[src/shared/pcx_consts.svh]
// Constants for the 32-pin port crossbar
`ifndef PCX_CONSTS_SVH
`define PCX_CONSTS_SVH

// Pin count and pin indexes (port 0 at 0..7, port 1 at 8..14)
`define PCX_NUM_PINS      15
`define PCX_NUM_OWNERS    7
`define PCX_PIN_XTAL_A    4'h0
`define PCX_PIN_XTAL_B    4'h1
`define PCX_PIN_PWM0      4'h2
`define PCX_PIN_PWM1      4'h3
`define PCX_PIN_AND_LO    4'h3
`define PCX_PIN_AND_HI    4'h4
`define PCX_PIN_SCL       4'h4
`define PCX_PIN_SDA       4'h5
`define PCX_PIN_SSCK      4'h5
`define PCX_PIN_SMOSI     4'h7
`define PCX_PIN_SDO       4'h8
`define PCX_PIN_SCS       4'h9
`define PCX_PIN_DBG_TCK   4'h7
`define PCX_PIN_DBG_TMS   4'h8
`define PCX_PIN_DBG_TDI   4'h9
`define PCX_PIN_DBG_TDO   4'hA
`define PCX_PIN_DBG_TO    4'hB
`define PCX_PIN_MSCK      4'hC
`define PCX_PIN_MMOSI     4'hD
`define PCX_PIN_MMISO     4'hE
`define PCX_DUAL_LO       4'h4
`define PCX_NUM_DUAL      5
`define PCX_NUM_ANA       11

// Low-frequency clock selection codes
`define PCX_LFSEL_XTAL    3'h0
`define PCX_LFSEL_LOWAMP  3'h3
`define PCX_LFSEL_DIGITAL 3'h4

// Reset values
`define PCX_RST_OE        15'h0000
`define PCX_RST_OUT       15'h0000
`define PCX_RST_ALT       5'h1F

`endif

[src/shared/pcx_pkg.sv]
// Types for the 32-pin port crossbar
`default_nettype none
package pcx_pkg;
    // Pin owners, highest priority first
    typedef enum logic [2:0] {
        PCX_OWN_XTAL,
        PCX_OWN_SPIM,
        PCX_OWN_SSPI,
        PCX_OWN_PWM,
        PCX_OWN_ANA,
        PCX_OWN_DBG,
        PCX_OWN_TWI,
        PCX_OWN_GPIO
    } pcx_owner_type;
endpackage : pcx_pkg
`default_nettype wire

[src/design/pcx_crossbar.sv]
// Port crossbar for the 32-pin package: pin ownership, output merge, input fan-out
`include "pcx_consts.svh"
`timescale 1ns/1ps
`default_nettype none

module pcx_crossbar #(
    parameter int NP = `PCX_NUM_PINS
) (
    input  wire logic          clk_i,
    input  wire logic          rst_i,
    input  wire logic [NP-1:0] pad_in_i,
    output logic      [NP-1:0] pad_out_o,
    output logic      [NP-1:0] pad_oe_o,
    output logic      [NP-1:0] pad_value_o,
    output logic      [NP-1:0] port_pin_input_o,
    input  wire logic [NP-1:0] port_pin_output_i,
    input  wire logic [NP-1:0] port_direction_i,
    output logic      [4:0]    alt_input_o,
    input  wire logic          uart_txd_i,
    input  wire logic [2:0]    low_freq_clock_select_i,
    output logic               low_freq_clock_o,
    output logic               xtal_connect_o,
    input  wire logic          spim_en_i,
    input  wire logic          spim_mosi_i,
    input  wire logic          spim_sck_i,
    input  wire logic          sspi_en_i,
    input  wire logic          slave_spi_data_out_i,
    input  wire logic          program_mode_pin_i,
    input  wire logic          flash_spi_data_out_i,
    output logic               flash_active_o,
    input  wire logic [1:0]    pwm_en_i,
    input  wire logic [1:0]    pwm_out_i,
    input  wire logic [10:0]   ana_en_i,
    input  wire logic          dbg_en_i,
    input  wire logic          dbg_tdo_i,
    input  wire logic          dbg_to_i,
    input  wire logic          twi_en_i,
    input  wire logic          twi_scl_low_i,
    input  wire logic          twi_sda_low_i
);

    ////////////////////////////////////////////////////////////////////////////
    // Pin synchronisers
    logic [NP-1:0] meta_r;
    logic [NP-1:0] sync_r;
    logic          pmode_meta_r;
    logic          pmode_r;

    always_ff @(posedge clk_i or posedge rst_i)
    begin
        if (rst_i)
        begin
            meta_r       <= '0;
            sync_r       <= '0;
            pmode_meta_r <= 1'b0;
            pmode_r      <= 1'b0;
        end
        else
        begin
            meta_r       <= pad_in_i;
            sync_r       <= meta_r;
            pmode_meta_r <= program_mode_pin_i;
            pmode_r      <= pmode_meta_r;
        end
    end

    ////////////////////////////////////////////////////////////////////////////
    // Claims, drive values and enables per owner and pin
    logic [`PCX_NUM_OWNERS-1:0] claim [NP];
    logic [`PCX_NUM_OWNERS-1:0] dval  [NP];
    logic [`PCX_NUM_OWNERS-1:0] doe   [NP];
    logic                       sspi_on;
    logic                       scs_active;

    // Chip select on P1.1 is active low
    assign scs_active = ~sync_r[`PCX_PIN_SCS];
    // Flash SPI gated by program mode
    assign sspi_on    = sspi_en_i | pmode_r;

    // Owner request table
    always_comb
    begin
        for (int p = 0; p < NP; p++)
        begin
            claim[p] = '0;
            dval[p]  = '0;
            doe[p]   = '0;
        end
        if (low_freq_clock_select_i == `PCX_LFSEL_XTAL)
        begin
            claim[`PCX_PIN_XTAL_A][pcx_pkg::PCX_OWN_XTAL] = 1'b1;
            claim[`PCX_PIN_XTAL_B][pcx_pkg::PCX_OWN_XTAL] = 1'b1;
        end
        // Low-amplitude or digital clock input on P0.1
        if (low_freq_clock_select_i == `PCX_LFSEL_LOWAMP || low_freq_clock_select_i == `PCX_LFSEL_DIGITAL)
        begin
            claim[`PCX_PIN_XTAL_B][pcx_pkg::PCX_OWN_XTAL] = 1'b1;
        end
        // SPI master pins
        claim[`PCX_PIN_MMISO][pcx_pkg::PCX_OWN_SPIM] = spim_en_i;
        claim[`PCX_PIN_MMOSI][pcx_pkg::PCX_OWN_SPIM] = spim_en_i;
        claim[`PCX_PIN_MSCK][pcx_pkg::PCX_OWN_SPIM]  = spim_en_i;
        dval[`PCX_PIN_MMOSI][pcx_pkg::PCX_OWN_SPIM]  = spim_mosi_i;
        dval[`PCX_PIN_MSCK][pcx_pkg::PCX_OWN_SPIM]   = spim_sck_i;
        doe[`PCX_PIN_MMOSI][pcx_pkg::PCX_OWN_SPIM]   = 1'b1;
        doe[`PCX_PIN_MSCK][pcx_pkg::PCX_OWN_SPIM]    = 1'b1;
        // Slave or flash SPI pins
        claim[`PCX_PIN_SCS][pcx_pkg::PCX_OWN_SSPI]   = sspi_on;
        claim[`PCX_PIN_SDO][pcx_pkg::PCX_OWN_SSPI]   = sspi_on;
        claim[`PCX_PIN_SMOSI][pcx_pkg::PCX_OWN_SSPI] = sspi_on;
        claim[`PCX_PIN_SSCK][pcx_pkg::PCX_OWN_SSPI]  = sspi_on;
        dval[`PCX_PIN_SDO][pcx_pkg::PCX_OWN_SSPI]    = pmode_r ? flash_spi_data_out_i : slave_spi_data_out_i;
        // Data out driver only under chip select
        doe[`PCX_PIN_SDO][pcx_pkg::PCX_OWN_SSPI]     = scs_active;
        // Pulse width outputs
        claim[`PCX_PIN_PWM0][pcx_pkg::PCX_OWN_PWM] = pwm_en_i[0];
        claim[`PCX_PIN_PWM1][pcx_pkg::PCX_OWN_PWM] = pwm_en_i[1];
        dval[`PCX_PIN_PWM0][pcx_pkg::PCX_OWN_PWM]  = pwm_out_i[0];
        dval[`PCX_PIN_PWM1][pcx_pkg::PCX_OWN_PWM]  = pwm_out_i[1];
        doe[`PCX_PIN_PWM0][pcx_pkg::PCX_OWN_PWM]   = 1'b1;
        doe[`PCX_PIN_PWM1][pcx_pkg::PCX_OWN_PWM]   = 1'b1;
        // Analog channels sit on pins 0..10, drivers off
        for (int a = 0; a < `PCX_NUM_ANA; a++)
        begin
            claim[a][pcx_pkg::PCX_OWN_ANA] = ana_en_i[a];
        end
        // Hardware debug pins
        claim[`PCX_PIN_DBG_TCK][pcx_pkg::PCX_OWN_DBG] = dbg_en_i;
        claim[`PCX_PIN_DBG_TMS][pcx_pkg::PCX_OWN_DBG] = dbg_en_i;
        claim[`PCX_PIN_DBG_TDI][pcx_pkg::PCX_OWN_DBG] = dbg_en_i;
        claim[`PCX_PIN_DBG_TDO][pcx_pkg::PCX_OWN_DBG] = dbg_en_i;
        claim[`PCX_PIN_DBG_TO][pcx_pkg::PCX_OWN_DBG]  = dbg_en_i;
        dval[`PCX_PIN_DBG_TDO][pcx_pkg::PCX_OWN_DBG]  = dbg_tdo_i;
        dval[`PCX_PIN_DBG_TO][pcx_pkg::PCX_OWN_DBG]   = dbg_to_i;
        doe[`PCX_PIN_DBG_TDO][pcx_pkg::PCX_OWN_DBG]   = 1'b1;
        doe[`PCX_PIN_DBG_TO][pcx_pkg::PCX_OWN_DBG]    = 1'b1;
        // Two-wire open drain: drive low only
        claim[`PCX_PIN_SCL][pcx_pkg::PCX_OWN_TWI] = twi_en_i;
        claim[`PCX_PIN_SDA][pcx_pkg::PCX_OWN_TWI] = twi_en_i;
        doe[`PCX_PIN_SCL][pcx_pkg::PCX_OWN_TWI]   = twi_scl_low_i;
        doe[`PCX_PIN_SDA][pcx_pkg::PCX_OWN_TWI]   = twi_sda_low_i;
    end

    ////////////////////////////////////////////////////////////////////////////
    // Arbitration and output registers
    logic [NP-1:0] out_r;
    logic [NP-1:0] out_nxt;
    logic [NP-1:0] oe_r;
    logic [NP-1:0] oe_nxt;
    logic [NP-1:0] gin_r;
    logic [NP-1:0] gin_nxt;
    logic [4:0]    alt_r;
    logic [4:0]    alt_nxt;
    logic          lfc_r;
    logic          lfc_nxt;
    logic          xtal_r;
    logic          xtal_nxt;

    // Next pin state from the highest claiming owner
    always_comb
    begin
        logic granted;
        granted = 1'b0;
        for (int p = 0; p < NP; p++)
        begin
            granted    = 1'b0;
            out_nxt[p] = port_pin_output_i[p];
            oe_nxt[p]  = port_direction_i[p];
            gin_nxt[p] = sync_r[p];
            // Idle-high transmit passes port value unchanged
            if (p >= `PCX_PIN_AND_LO && p <= `PCX_PIN_AND_HI)
            begin
                out_nxt[p] = port_pin_output_i[p] & uart_txd_i;
            end
            for (int k = 0; k < `PCX_NUM_OWNERS; k++)
            begin
                if (!granted && claim[p][k])
                begin
                    granted    = 1'b1;
                    out_nxt[p] = dval[p][k];
                    oe_nxt[p]  = doe[p][k];
                end
            end
            // Unclaimed pin stays with port logic
            // Merged value drives only when direction is output
            if (!granted)
            begin
                oe_nxt[p] = port_direction_i[p];
            end
            // Port input reads zero while the pin is an output
            if (port_direction_i[p])
            begin
                gin_nxt[p] = 1'b0;
            end
        end
        // Dual block inputs on P0.4..P1.0; idle high otherwise
        for (int d = 0; d < `PCX_NUM_DUAL; d++)
        begin
            alt_nxt[d] = port_direction_i[d + 4] ? 1'b1 : sync_r[d + 4];
        end
        // Clock from P0.1 in low-amplitude or digital mode
        lfc_nxt  = (low_freq_clock_select_i == `PCX_LFSEL_LOWAMP ||
                    low_freq_clock_select_i == `PCX_LFSEL_DIGITAL) ? sync_r[`PCX_PIN_XTAL_B] : 1'b0;
        xtal_nxt = (low_freq_clock_select_i == `PCX_LFSEL_XTAL);
    end

    // Reset leaves every pin an input
    always_ff @(posedge clk_i or posedge rst_i)
    begin
        if (rst_i)
        begin
            out_r  <= `PCX_RST_OUT;
            oe_r   <= `PCX_RST_OE;
            gin_r  <= '0;
            alt_r  <= `PCX_RST_ALT;
            lfc_r  <= 1'b0;
            xtal_r <= 1'b0;
        end
        else
        begin
            out_r  <= out_nxt;
            oe_r   <= oe_nxt;
            gin_r  <= gin_nxt;
            alt_r  <= alt_nxt;
            lfc_r  <= lfc_nxt;
            xtal_r <= xtal_nxt;
        end
    end

    // Output wiring
    assign pad_out_o        = out_r;
    assign pad_oe_o         = oe_r;
    assign pad_value_o      = sync_r;
    assign port_pin_input_o = gin_r;
    assign alt_input_o      = alt_r;
    assign low_freq_clock_o = lfc_r;
    assign xtal_connect_o   = xtal_r;
    assign flash_active_o   = pmode_r;

    ////////////////////////////////////////////////////////////////////////////
    // Checks
    a_and_merge_out: assert property (@(posedge clk_i) disable iff (rst_i)
        !ana_en_i[3] && !pwm_en_i[1] |=> pad_out_o[3] == ($past(port_pin_output_i[3]) & $past(uart_txd_i)))
        else $error("P0.3 merge wrong");
    a_merge_dir_gate: assert property (@(posedge clk_i) disable iff (rst_i)
        !twi_en_i && !ana_en_i[4] && !port_direction_i[4] |=> !pad_oe_o[4])
        else $error("P0.4 driven while input");
    a_idle_tx_pass: assert property (@(posedge clk_i) disable iff (rst_i)
        uart_txd_i && !twi_en_i && !ana_en_i[4] |=> pad_out_o[4] == $past(port_pin_output_i[4]))
        else $error("idle transmit disturbs output");
    a_dual_input: assert property (@(posedge clk_i) disable iff (rst_i)
        !port_direction_i[7] |=> alt_input_o[3] == $past(sync_r[7]) && port_pin_input_o[7] == $past(sync_r[7]))
        else $error("dual input not fed");
    a_sdo_cs_gate: assert property (@(posedge clk_i) disable iff (rst_i)
        sspi_on && !spim_en_i && sync_r[9] |=> !pad_oe_o[8])
        else $error("slave data out driven without select");
    a_flash_pmode: assert property (@(posedge clk_i) disable iff (rst_i)
        $rose(pmode_r) |-> $past(program_mode_pin_i, 2))
        else $error("flash active without program mode");
    a_xtal_pins_off: assert property (@(posedge clk_i) disable iff (rst_i)
        low_freq_clock_select_i == 3'h0 |=> !pad_oe_o[0] && !pad_oe_o[1] && xtal_connect_o)
        else $error("crystal pins driven");
    a_lfclk_source: assert property (@(posedge clk_i) disable iff (rst_i)
        low_freq_clock_select_i == 3'h3 |=> low_freq_clock_o == $past(sync_r[1]))
        else $error("low-amplitude clock not from P0.1");
    a_lfclk_digital: assert property (@(posedge clk_i) disable iff (rst_i)
        low_freq_clock_select_i == 3'h4 |=> low_freq_clock_o == $past(sync_r[1]) && !pad_oe_o[1])
        else $error("digital clock not taken");
    a_gpio_default: assert property (@(posedge clk_i) disable iff (rst_i)
        !pwm_en_i[0] && !ana_en_i[2] |=> pad_oe_o[2] == $past(port_direction_i[2])
                                        && pad_out_o[2] == $past(port_pin_output_i[2]))
        else $error("idle pin not on port logic");
    a_reset_inputs: assert property (@(posedge clk_i)
        rst_i |-> pad_oe_o == 15'h0000)
        else $error("pin driven in reset");
    a_priority_spim: assert property (@(posedge clk_i) disable iff (rst_i)
        spim_en_i |=> pad_oe_o[13] && pad_out_o[13] == $past(spim_mosi_i))
        else $error("SPI master lost P1.5");
    a_priority_order: assert property (@(posedge clk_i) disable iff (rst_i)
        pwm_en_i[0] && ana_en_i[2] |=> pad_oe_o[2] && pad_out_o[2] == $past(pwm_out_i[0]))
        else $error("pulse width below analog");

endmodule : pcx_crossbar

`default_nettype wire

[config.mk]
export PLATFORM = sky130hd
export DESIGN_NAME = pcx_crossbar
export DESIGN_NICKNAME = d
export VERILOG_FILES = /design/src/shared/pcx_pkg.sv /design/src/design/pcx_crossbar.sv
export VERILOG_INCLUDE_DIRS = /design/src /design/src/shared
export SDC_FILE = /design/constraint.sdc
export NUM_CORES = 1
export LEC_CHECK = 0
export BUFFER_PORTS_ARGS = -buffer_cell sky130_fd_sc_hd__buf_2
export CAP_MARGIN = 20
export CORE_MARGIN = 3
export CORE_UTILIZATION = 46
export DETAILED_ROUTE_END_ITERATION = 16
export PLACE_DENSITY = 0.95
export SYNTH_ARGS = -nofsm -noshare
export SYNTH_HDL_FRONTEND = slang
export SYNTH_SLANG_ARGS = --single-unit
[constraint.sdc]
create_clock -name clk_i -period 5.4 [get_ports clk_i]
set_input_delay 0.54 -clock clk_i [delete_from_list [all_inputs] [get_ports clk_i]]
set_output_delay 0.54 -clock clk_i [all_outputs]
set_load 0.03 [all_outputs]
* Word-level counts from Yosys, hierarchy flattened
Cells that the tools add are included.
** Operators by class
- Add/subtract/negate cells :: 0
- $lt $le $gt $ge :: 0
- Equal/unequal tests :: 2
- Reductions and logical operators :: 27
- Shifts and indexed selects :: 0
- Bitwise operators :: 4
- $mul :: 0
- Mux-type cells :: 121
- Div/mod/pow operators :: 0
** Operators by type and width (count)
- $mux 1 :: 121
- $logic_and 1x1->1 :: 14
- $logic_not 1->1 :: 11
- $eq 3x2->1 const B :: 1
- $eq 3x3->1 const B :: 1
- $logic_not 3->1 :: 1
- $and 1x1->1 :: 2
- $logic_or 1x1->1 :: 1
- $not 1->1 :: 1
- $or 1x1->1 :: 1
** Word-level totals
- Logic and storage cells :: 164
- Output and inout bits :: 68
- Latch bits :: 0
- Memories kept :: 0
- Memory bits (read-only) :: 0
- RAM bits :: 0
- Input bits :: 79
- Register bits after elaboration :: 84

* Depth between registers and ports, before layout
Gate-level depths: netlist of run 1.
- Depth after elaboration :: 9
- Gate-level depth with buffers :: 3
- Gate-level depth less buffers :: 2

* Worst setup path after synthesis of run 1
OpenSTA, ideal clock, no wires.
- Kind :: input to register
- Start :: input dbg_en_i
- End :: register out_r[8] (netlist: pad_out_o[8])
- Path buffers :: 1
- Library setup time :: 77 ps
- Data arrival time :: 1268 ps
- Required time :: 5323 ps
- Cell stages on the path :: 3
- Setup slack :: 4055 ps
- Cells stage by stage :: buf_6 or4b_1 a21oi_1
** On the way
- Longest elaborated chain between the ends :: 2
** Ends and longest elaborated chain
- start: declaration :: line pcx_crossbar.sv:34 : input wire logic dbg_en_i,
- $logic_and 1x1->1 :: line pcx_crossbar.sv:177 : if (!granted && claim[p][k])
- $mux 1 :: line pcx_crossbar.sv:177
- named net out_nxt[8] :: line pcx_crossbar.sv:147 : logic [NP-1:0] out_nxt;
- end signal: assignment :: line pcx_crossbar.sv:212 : out_r <= `PCX_RST_OUT;
- end signal: assignment :: line pcx_crossbar.sv:221 : out_r <= out_nxt;
- end: declaration :: line pcx_crossbar.sv:146 : logic [NP-1:0] out_r;
The timed path passes the listed nets, and every way through them passes these cells.

* Final worst setup path of run 1
- Start :: register alt_r[2] (netlist: alt_input_o[2])
- End :: output alt_input_o[2]
** RTL lines
- start: declaration :: line pcx_crossbar.sv:152 : logic [4:0] alt_r;
- start signal: assignment :: line pcx_crossbar.sv:215 : alt_r <= `PCX_RST_ALT;
- start signal: assignment :: line pcx_crossbar.sv:224 : alt_r <= alt_nxt;
- end: declaration :: line pcx_crossbar.sv:18 : output logic [4:0] alt_input_o,
No word-level cell between the ends.

==> impl_metrics.toml, run 1 <==
[routing]
wl_per_cell_um = 14.3
vias = 1795
routed_wl_um = 5580
ant_nets = 0
first_pass_iters = 4
drc = 0
drtIter0Drc = 71
routed_via_density = 4.59

[setup_path]
path_class = "reg -> out"
cpMaxStageDelayCell = "dfstp_2"
cp_cell_sequence = "buf_2"
crit_start = "alt_input_o[2]"
max_stage_delay_ns = 0.52
rrSetupSlack_ns = 4.31
critPathCaptureType = "output pin"
path_buf_inv = 1
r2r_cells = 2
worstSetupStartpointType = "flop"
reg2reg_to = "pad_out_o[5]"
crit_fanout = 1
r2r_start = "flash_active_o"
crit_family = "flip-flops"
critPathRequiredTime_ns = 4.86
crit_arrival_ns = 1.04

[place]
gp_congestion = 0.787
place_ws_ns = 3.83
place_area_um2 = 3410
place_hpwl_um = 4250
dp.cells = 374
port_buffers = 146

[clocking]
cts_tree = "built"
root_buffer = "clkbuf_8"
cts.clk_slew.worst_paths_ns = 0.08
insertion_delay_ns = 0.33
cts_resized = 0
clk_path_buf_depth = 2
hold_buffers = 0
cts_buffers = 9
numClockSinks = 84
post-cts-setup-buffers = 0
cts-htree-levels = 3

[power_and_ir_drop]
ir_worst_vdd_v = 0.000261
p_leak_nw = 1.98
power_density_nw_per_um2 = 376

[global_route]
antenna_found_initial = 0
grt_pass1_vias = 1878
track_usage_pct = 17.3
grt_overflow_total = 0
grt_max_degree = 85
grt_pass1_wl_um = 8450

[synthesis]
ys_seq_area_share_pct = 81.4
ys_types = 25
synthCells = 158
syn_area_um2 = 2590
yosysWarnings = 0
ys_ff_latch = 84
syn_avg_cell_area_um2 = 16.4
synth_nets = 237

[final_layout]
nets = 395
fin_area_um2 = 3700
multi_input_area_um2 = 459
diodes = 0
nFillCells = 401
final_cell_mix = "buf_2, dfrtp_1, nor2b_1"
seq_area_um2 = 2110
final_common_cell = "buf_2"
instances_no_fill = 391
area_growth_pct = 42.7
drive_above_1_share_pct = 56.4

[timing]
fin_hold_ws_ns = 0.218
setup_viol = 0
hold_violations = 0
worst_slack_ns = 3.82
worst_pin_slew_ns = 0.344
setup_tns_ns = 0
rsz0062_at_grt = "no"
slew_viol_final = 0
slew_headroom_pct = 77.0
timing.fmax_mhz = 633
period_needed_ns = 1.58
skew_ns = 0.00715
timing.final.crit_share_pct = 29.3

[job]
cap_violations = 0

[floorplanning]
core_um2 = 5270
die_h_um = 81.0
initial_core_util_pct = 49.1
dieArea_um2 = 6570
placementRows = 26
pin_count = 147
die_w_um = 81.0

[outcome]
status = "finished, final reports clean"

[worst_hold_path]
hp-class = "in -> async"
worst register-to-register path, stage by stage, from the launching register on:
cell and delay (ns):
dfrtp_1 0.44, nor2_1 0.32, nor4bb_1 0.24
area by class of cell:
cell class	instances	area share, %
clock buffer	9	3.35
inverter	3	0.339
multi-input combinational	70	12.4
tap	70	2.37
clock inverter	7	3.76
sequential	84	57.0
timing repair buffer	148	20.7
worst max-delay path by stage:
stage / depth (start not counted) / slack (ns) / to
floorplan: 1 / 2.70 / flash_active_o
global placement: 3 / 3.87 / pad_out_o[8]
detailed placement: 3 / 3.83 / pad_out_o[10]
CTS: 1 / 3.80 / alt_input_o[2]
global route: 1 / 3.77 / alt_input_o[4]
finish: 1 / 3.82 / alt_input_o[2]
Yosys cell counts, drive strengths merged:
cell type | count | area, µm²
mux2i | 3 | 30.0
a21o | 2 | 15.0
or4b | 1 | 10.0
dfrtp | 79 | 1980
nor2b | 20 | 125
nor2 | 9 | 33.8
nand3b | 1 | 7.51
dfstp | 5 | 131
o21a | 1 | 7.51
inv | 3 | 11.3
and3b | 1 | 8.76
nor4 | 2 | 12.5
buf | 1 | 11.3
nor4bb | 1 | 10.0
a22o | 1 | 8.76
or2 | 8 | 50.1
o2bb2ai | 1 | 8.76
a21oi | 2 | 10.0
nor4b | 2 | 17.5
and3 | 4 | 25.0
nand2 | 2 | 7.51
mux2 | 3 | 33.8
nor3 | 2 | 10.0
nor3b | 3 | 22.5
o21ai | 1 | 5.00
layer usage:
layer / track usage (%) / part of all wire [%] / vias to the layer above
li1: - / - / 837
met1: 18.6 / 35 / 865
met2: 32.4 / 56 / 83
met3: 4.32 / 7.2 / 10
met4: 6.42 / 1.4 / 0
met5: 0 / 0 / -
power by group:
group / switching (mW) / internal (mW) / leakage [nW]
registers: 0.0101 / 0.661 / 1.02
clock network: 0.211 / 0.353 / 0.133
logic: 0.0988 / 0.0539 / 0.821
kinds of logic after synthesis:
family / share of synthesized area [%]
simple gates: 13.1
mux: 2.46
flops: 81.4
buf+inv: 0.870
compound gates: 2.13
registers in the layout, indices dropped and copies added (netlist names), 5 cells and up:
register,cells
meta_r,15
pad_oe_o,15
pad_out_o,15
pad_value_o,15
port_pin_input_o,15
alt_input_o,5
metrics by stage:
step / power, mW / utilization [%]
2_1_floorplan: 0.768 / -
6_report: 1.39 / 70.1
4_1_cts: 1.40 / 69.6
3_3_place_gp: 0.831 / 64.6
5_1_grt: 1.45 / 70.1
3_5_place_dp: 0.836 / 64.6
Power figures use the tool's default switching activity.
==> inputs of run 2 (changes only) <==
ABC_AREA = 1   (was unset)
CORE_UTILIZATION = 39   (was 46)
PLACE_DENSITY = 0.87   (was 0.95)
clock period = 1.4 ns   (was 5.4 ns; I/O delays follow)
==> run 2 against run 1 <==
Net effect: critical path depth is 4 higher; register-to-register slack worse by 3.9 ns; synthesized area increased by 2.4%; via count rose by 21%; worst setup slack got worse by 3.7 ns; count of clock-buffer cells in the layout grew 4; global-route usage up 0.060 points; synthesized cell count is 37% higher; sequential share of layout area down 7.1 points; clock skew rose by 0.00058 ns; non-clock buffer count rose by 51.
==> impl_metrics.toml, run 2 <==
[floorplanning]
dieArea_um2 = 7820
pin_count = 147
die_w_um = 88.5
initial_core_util_pct = 41.0
core_um2 = 6460
die_h_um = 88.5
placementRows = 29

[final_layout]
fin_area_um2 = 4220
nets = 505
final_cell_mix = "buf_2, dfrtp_1, dlygate4sd3_1"
area_growth_pct = 59.3
diodes = 0
final_common_cell = "buf_2"
drive_above_1_share_pct = 40.6

[synthesis]
synth_most_common_cell = "dfrtp_1"
synth_area_leaders = "dfrtp_1, inv_1, dfstp_2, nor2_1, nand2_1"
syn_area_um2 = 2650
synthTopCellsByCount = "dfrtp_1, inv_1, nor2_1"
yosysWarnings = 0
synth_nets = 295
yosysTopAreaCell = "dfrtp_1"
ys.flop_type = "dfrtp_1"
ys_seq_area_share_pct = 79.5
ys_ff_latch = 84
syn_avg_cell_area_um2 = 12.3
synth_edf_count = 0
netlist.area_leader.share_pct = 74.6
synthCells = 216
postSynth.asyncResetShare_pct = 100
ys_types = 16

[routing]
first_pass_iters = 4
routed_wl_um = 6470
drtIter0Drc = 45
routed_via_density = 4.27
drc = 0
ant_nets = 0
vias = 2168
wl_per_cell_um = 12.7

[outcome]
status = "finished, final reports clean"

[timing]
worst_pin_slew_ns = 0.343
timing.final.crit_share_pct = 89.0
hold_violations = 0
timing.fmax_mhz = 803
slew_viol_final = 0
rsz0062_at_grt = "no"
setup_viol = 0
fin_hold_ws_ns = 0.0155
slew_headroom_pct = 77.1
worst_slack_ns = 0.154
period_needed_ns = 1.25
skew_ns = 0.00774
setup_tns_ns = 0

[clocking]
post-cts-setup-buffers = 0
cts_buffers = 9
insertion_delay_ns = 0.34
cts.clk_slew.worst_paths_ns = 0.08
numClockSinks = 84
hold_buffers = 51
cts-htree-levels = 3
cts_resized = 0
root_buffer = "clkbuf_8"
cts_tree = "built"
clk_path_buf_depth = 2

[global_route]
grt_pass1_vias = 2294
antenna_found_initial = 0
grt_overflow_total = 0
track_usage_pct = 17.3
grt_pass1_wl_um = 10000
grt_max_degree = 56

[worst_hold_path]
hold_start = "spim_sck_i"
hp-class = "in -> reg"

[place]
place_area_um2 = 3510
place_ws_ns = 0.389
port_buffers = 146
gp_congestion = 0.708
place_hpwl_um = 4450

[setup_path]
critPathCaptureType = "flop"
critPathRequiredTime_ns = 1.62
crit_fanout = 1
crit_start = "spim_mosi_i"
r2r_start = "flash_active_o"
worstSetupStartpointType = "input port"
path_class = "in -> reg"
crit_arrival_ns = 1.46

[power_and_ir_drop]
p_leak_nw = 2.36
power_density_nw_per_um2 = 1190
ir_worst_vdd_v = 0.000872

[job]
cap_violations = 0
-- run 2: power by group --
group | total (mW) | switching (mW) | leakage (nW) | internal, mW
Combinational | 0.721 | 0.430 | 1.24 | 0.291
Sequential | 2.59 | 0.0380 | 1.02 | 2.55
Clock | 1.71 | 0.791 | 0.0959 | 0.924
-- run 2: final cells by class --
class	count	area [µm²]
Timing Repair Buffer	199	1270
Fill cell	514	2230
Sequential cell	84	2110
Multi-Input combinational cell	90	385
Clock buffer	13	159
Clock inverter	3	45.0
Tap cell	77	96.3
Inverter	42	161
-- run 2: critical path, cell delays in order --
cell and delay, ns:
dlygate4sd3_1 0.54, buf_2 0.12, nand2_1 0.05, nand2_1 0.04
dlygate4sd3_1 0.56
-- run 2: final timing paths --
path / cells after the start / to / slack, ns
worst max register to register: 5 / pad_out_o[7] / 0.38
min in group asynchronous: 4 / meta_r[5] / 0.43
max in group asynchronous: 4 / alt_input_o[3] / 0.61
worst max-delay path: 5 / pad_out_o[13] / 0.15
worst min register to register: 0 / pad_value_o[14] / 0.35
worst min-delay path: 3 / pad_out_o[12] / 0.02
-- run 2: logic make-up (layout without fill, tap and decap cells) --
kind of cell / after synthesis / after routing / share of synthesized area (%)
compound gates: 7 / 7 / 1.60
buf+inv: 42 / 257 / 5.95
flops: 84 / 84 / 79.5
simple gates: 83 / 83 / 12.9
-- run 2: layer usage --
metal  track usage, %  up-vias  part of all wire (%)
li1                 -     1054                     -
met2             30.7      105                    51
met4             9.75        0                   3.2
met1             18.4      991                    38
met5                0        -                     0
met3             5.03       18                   8.0
-- run 2: metrics by stage --
| step | power (mW) | util [%] | instances |
|---|---|---|---|
| after CTS | 5.10 | 65.4 | 508 |
| after detailed placement | 3.25 | 54.3 | 441 |
| after floorplan | 2.98 | - | 216 |
| after global placement | 3.23 | 54.3 | 441 |
| final | 5.03 | 65.4 | 508 |
| after global routing | 5.28 | 65.4 | 508 |
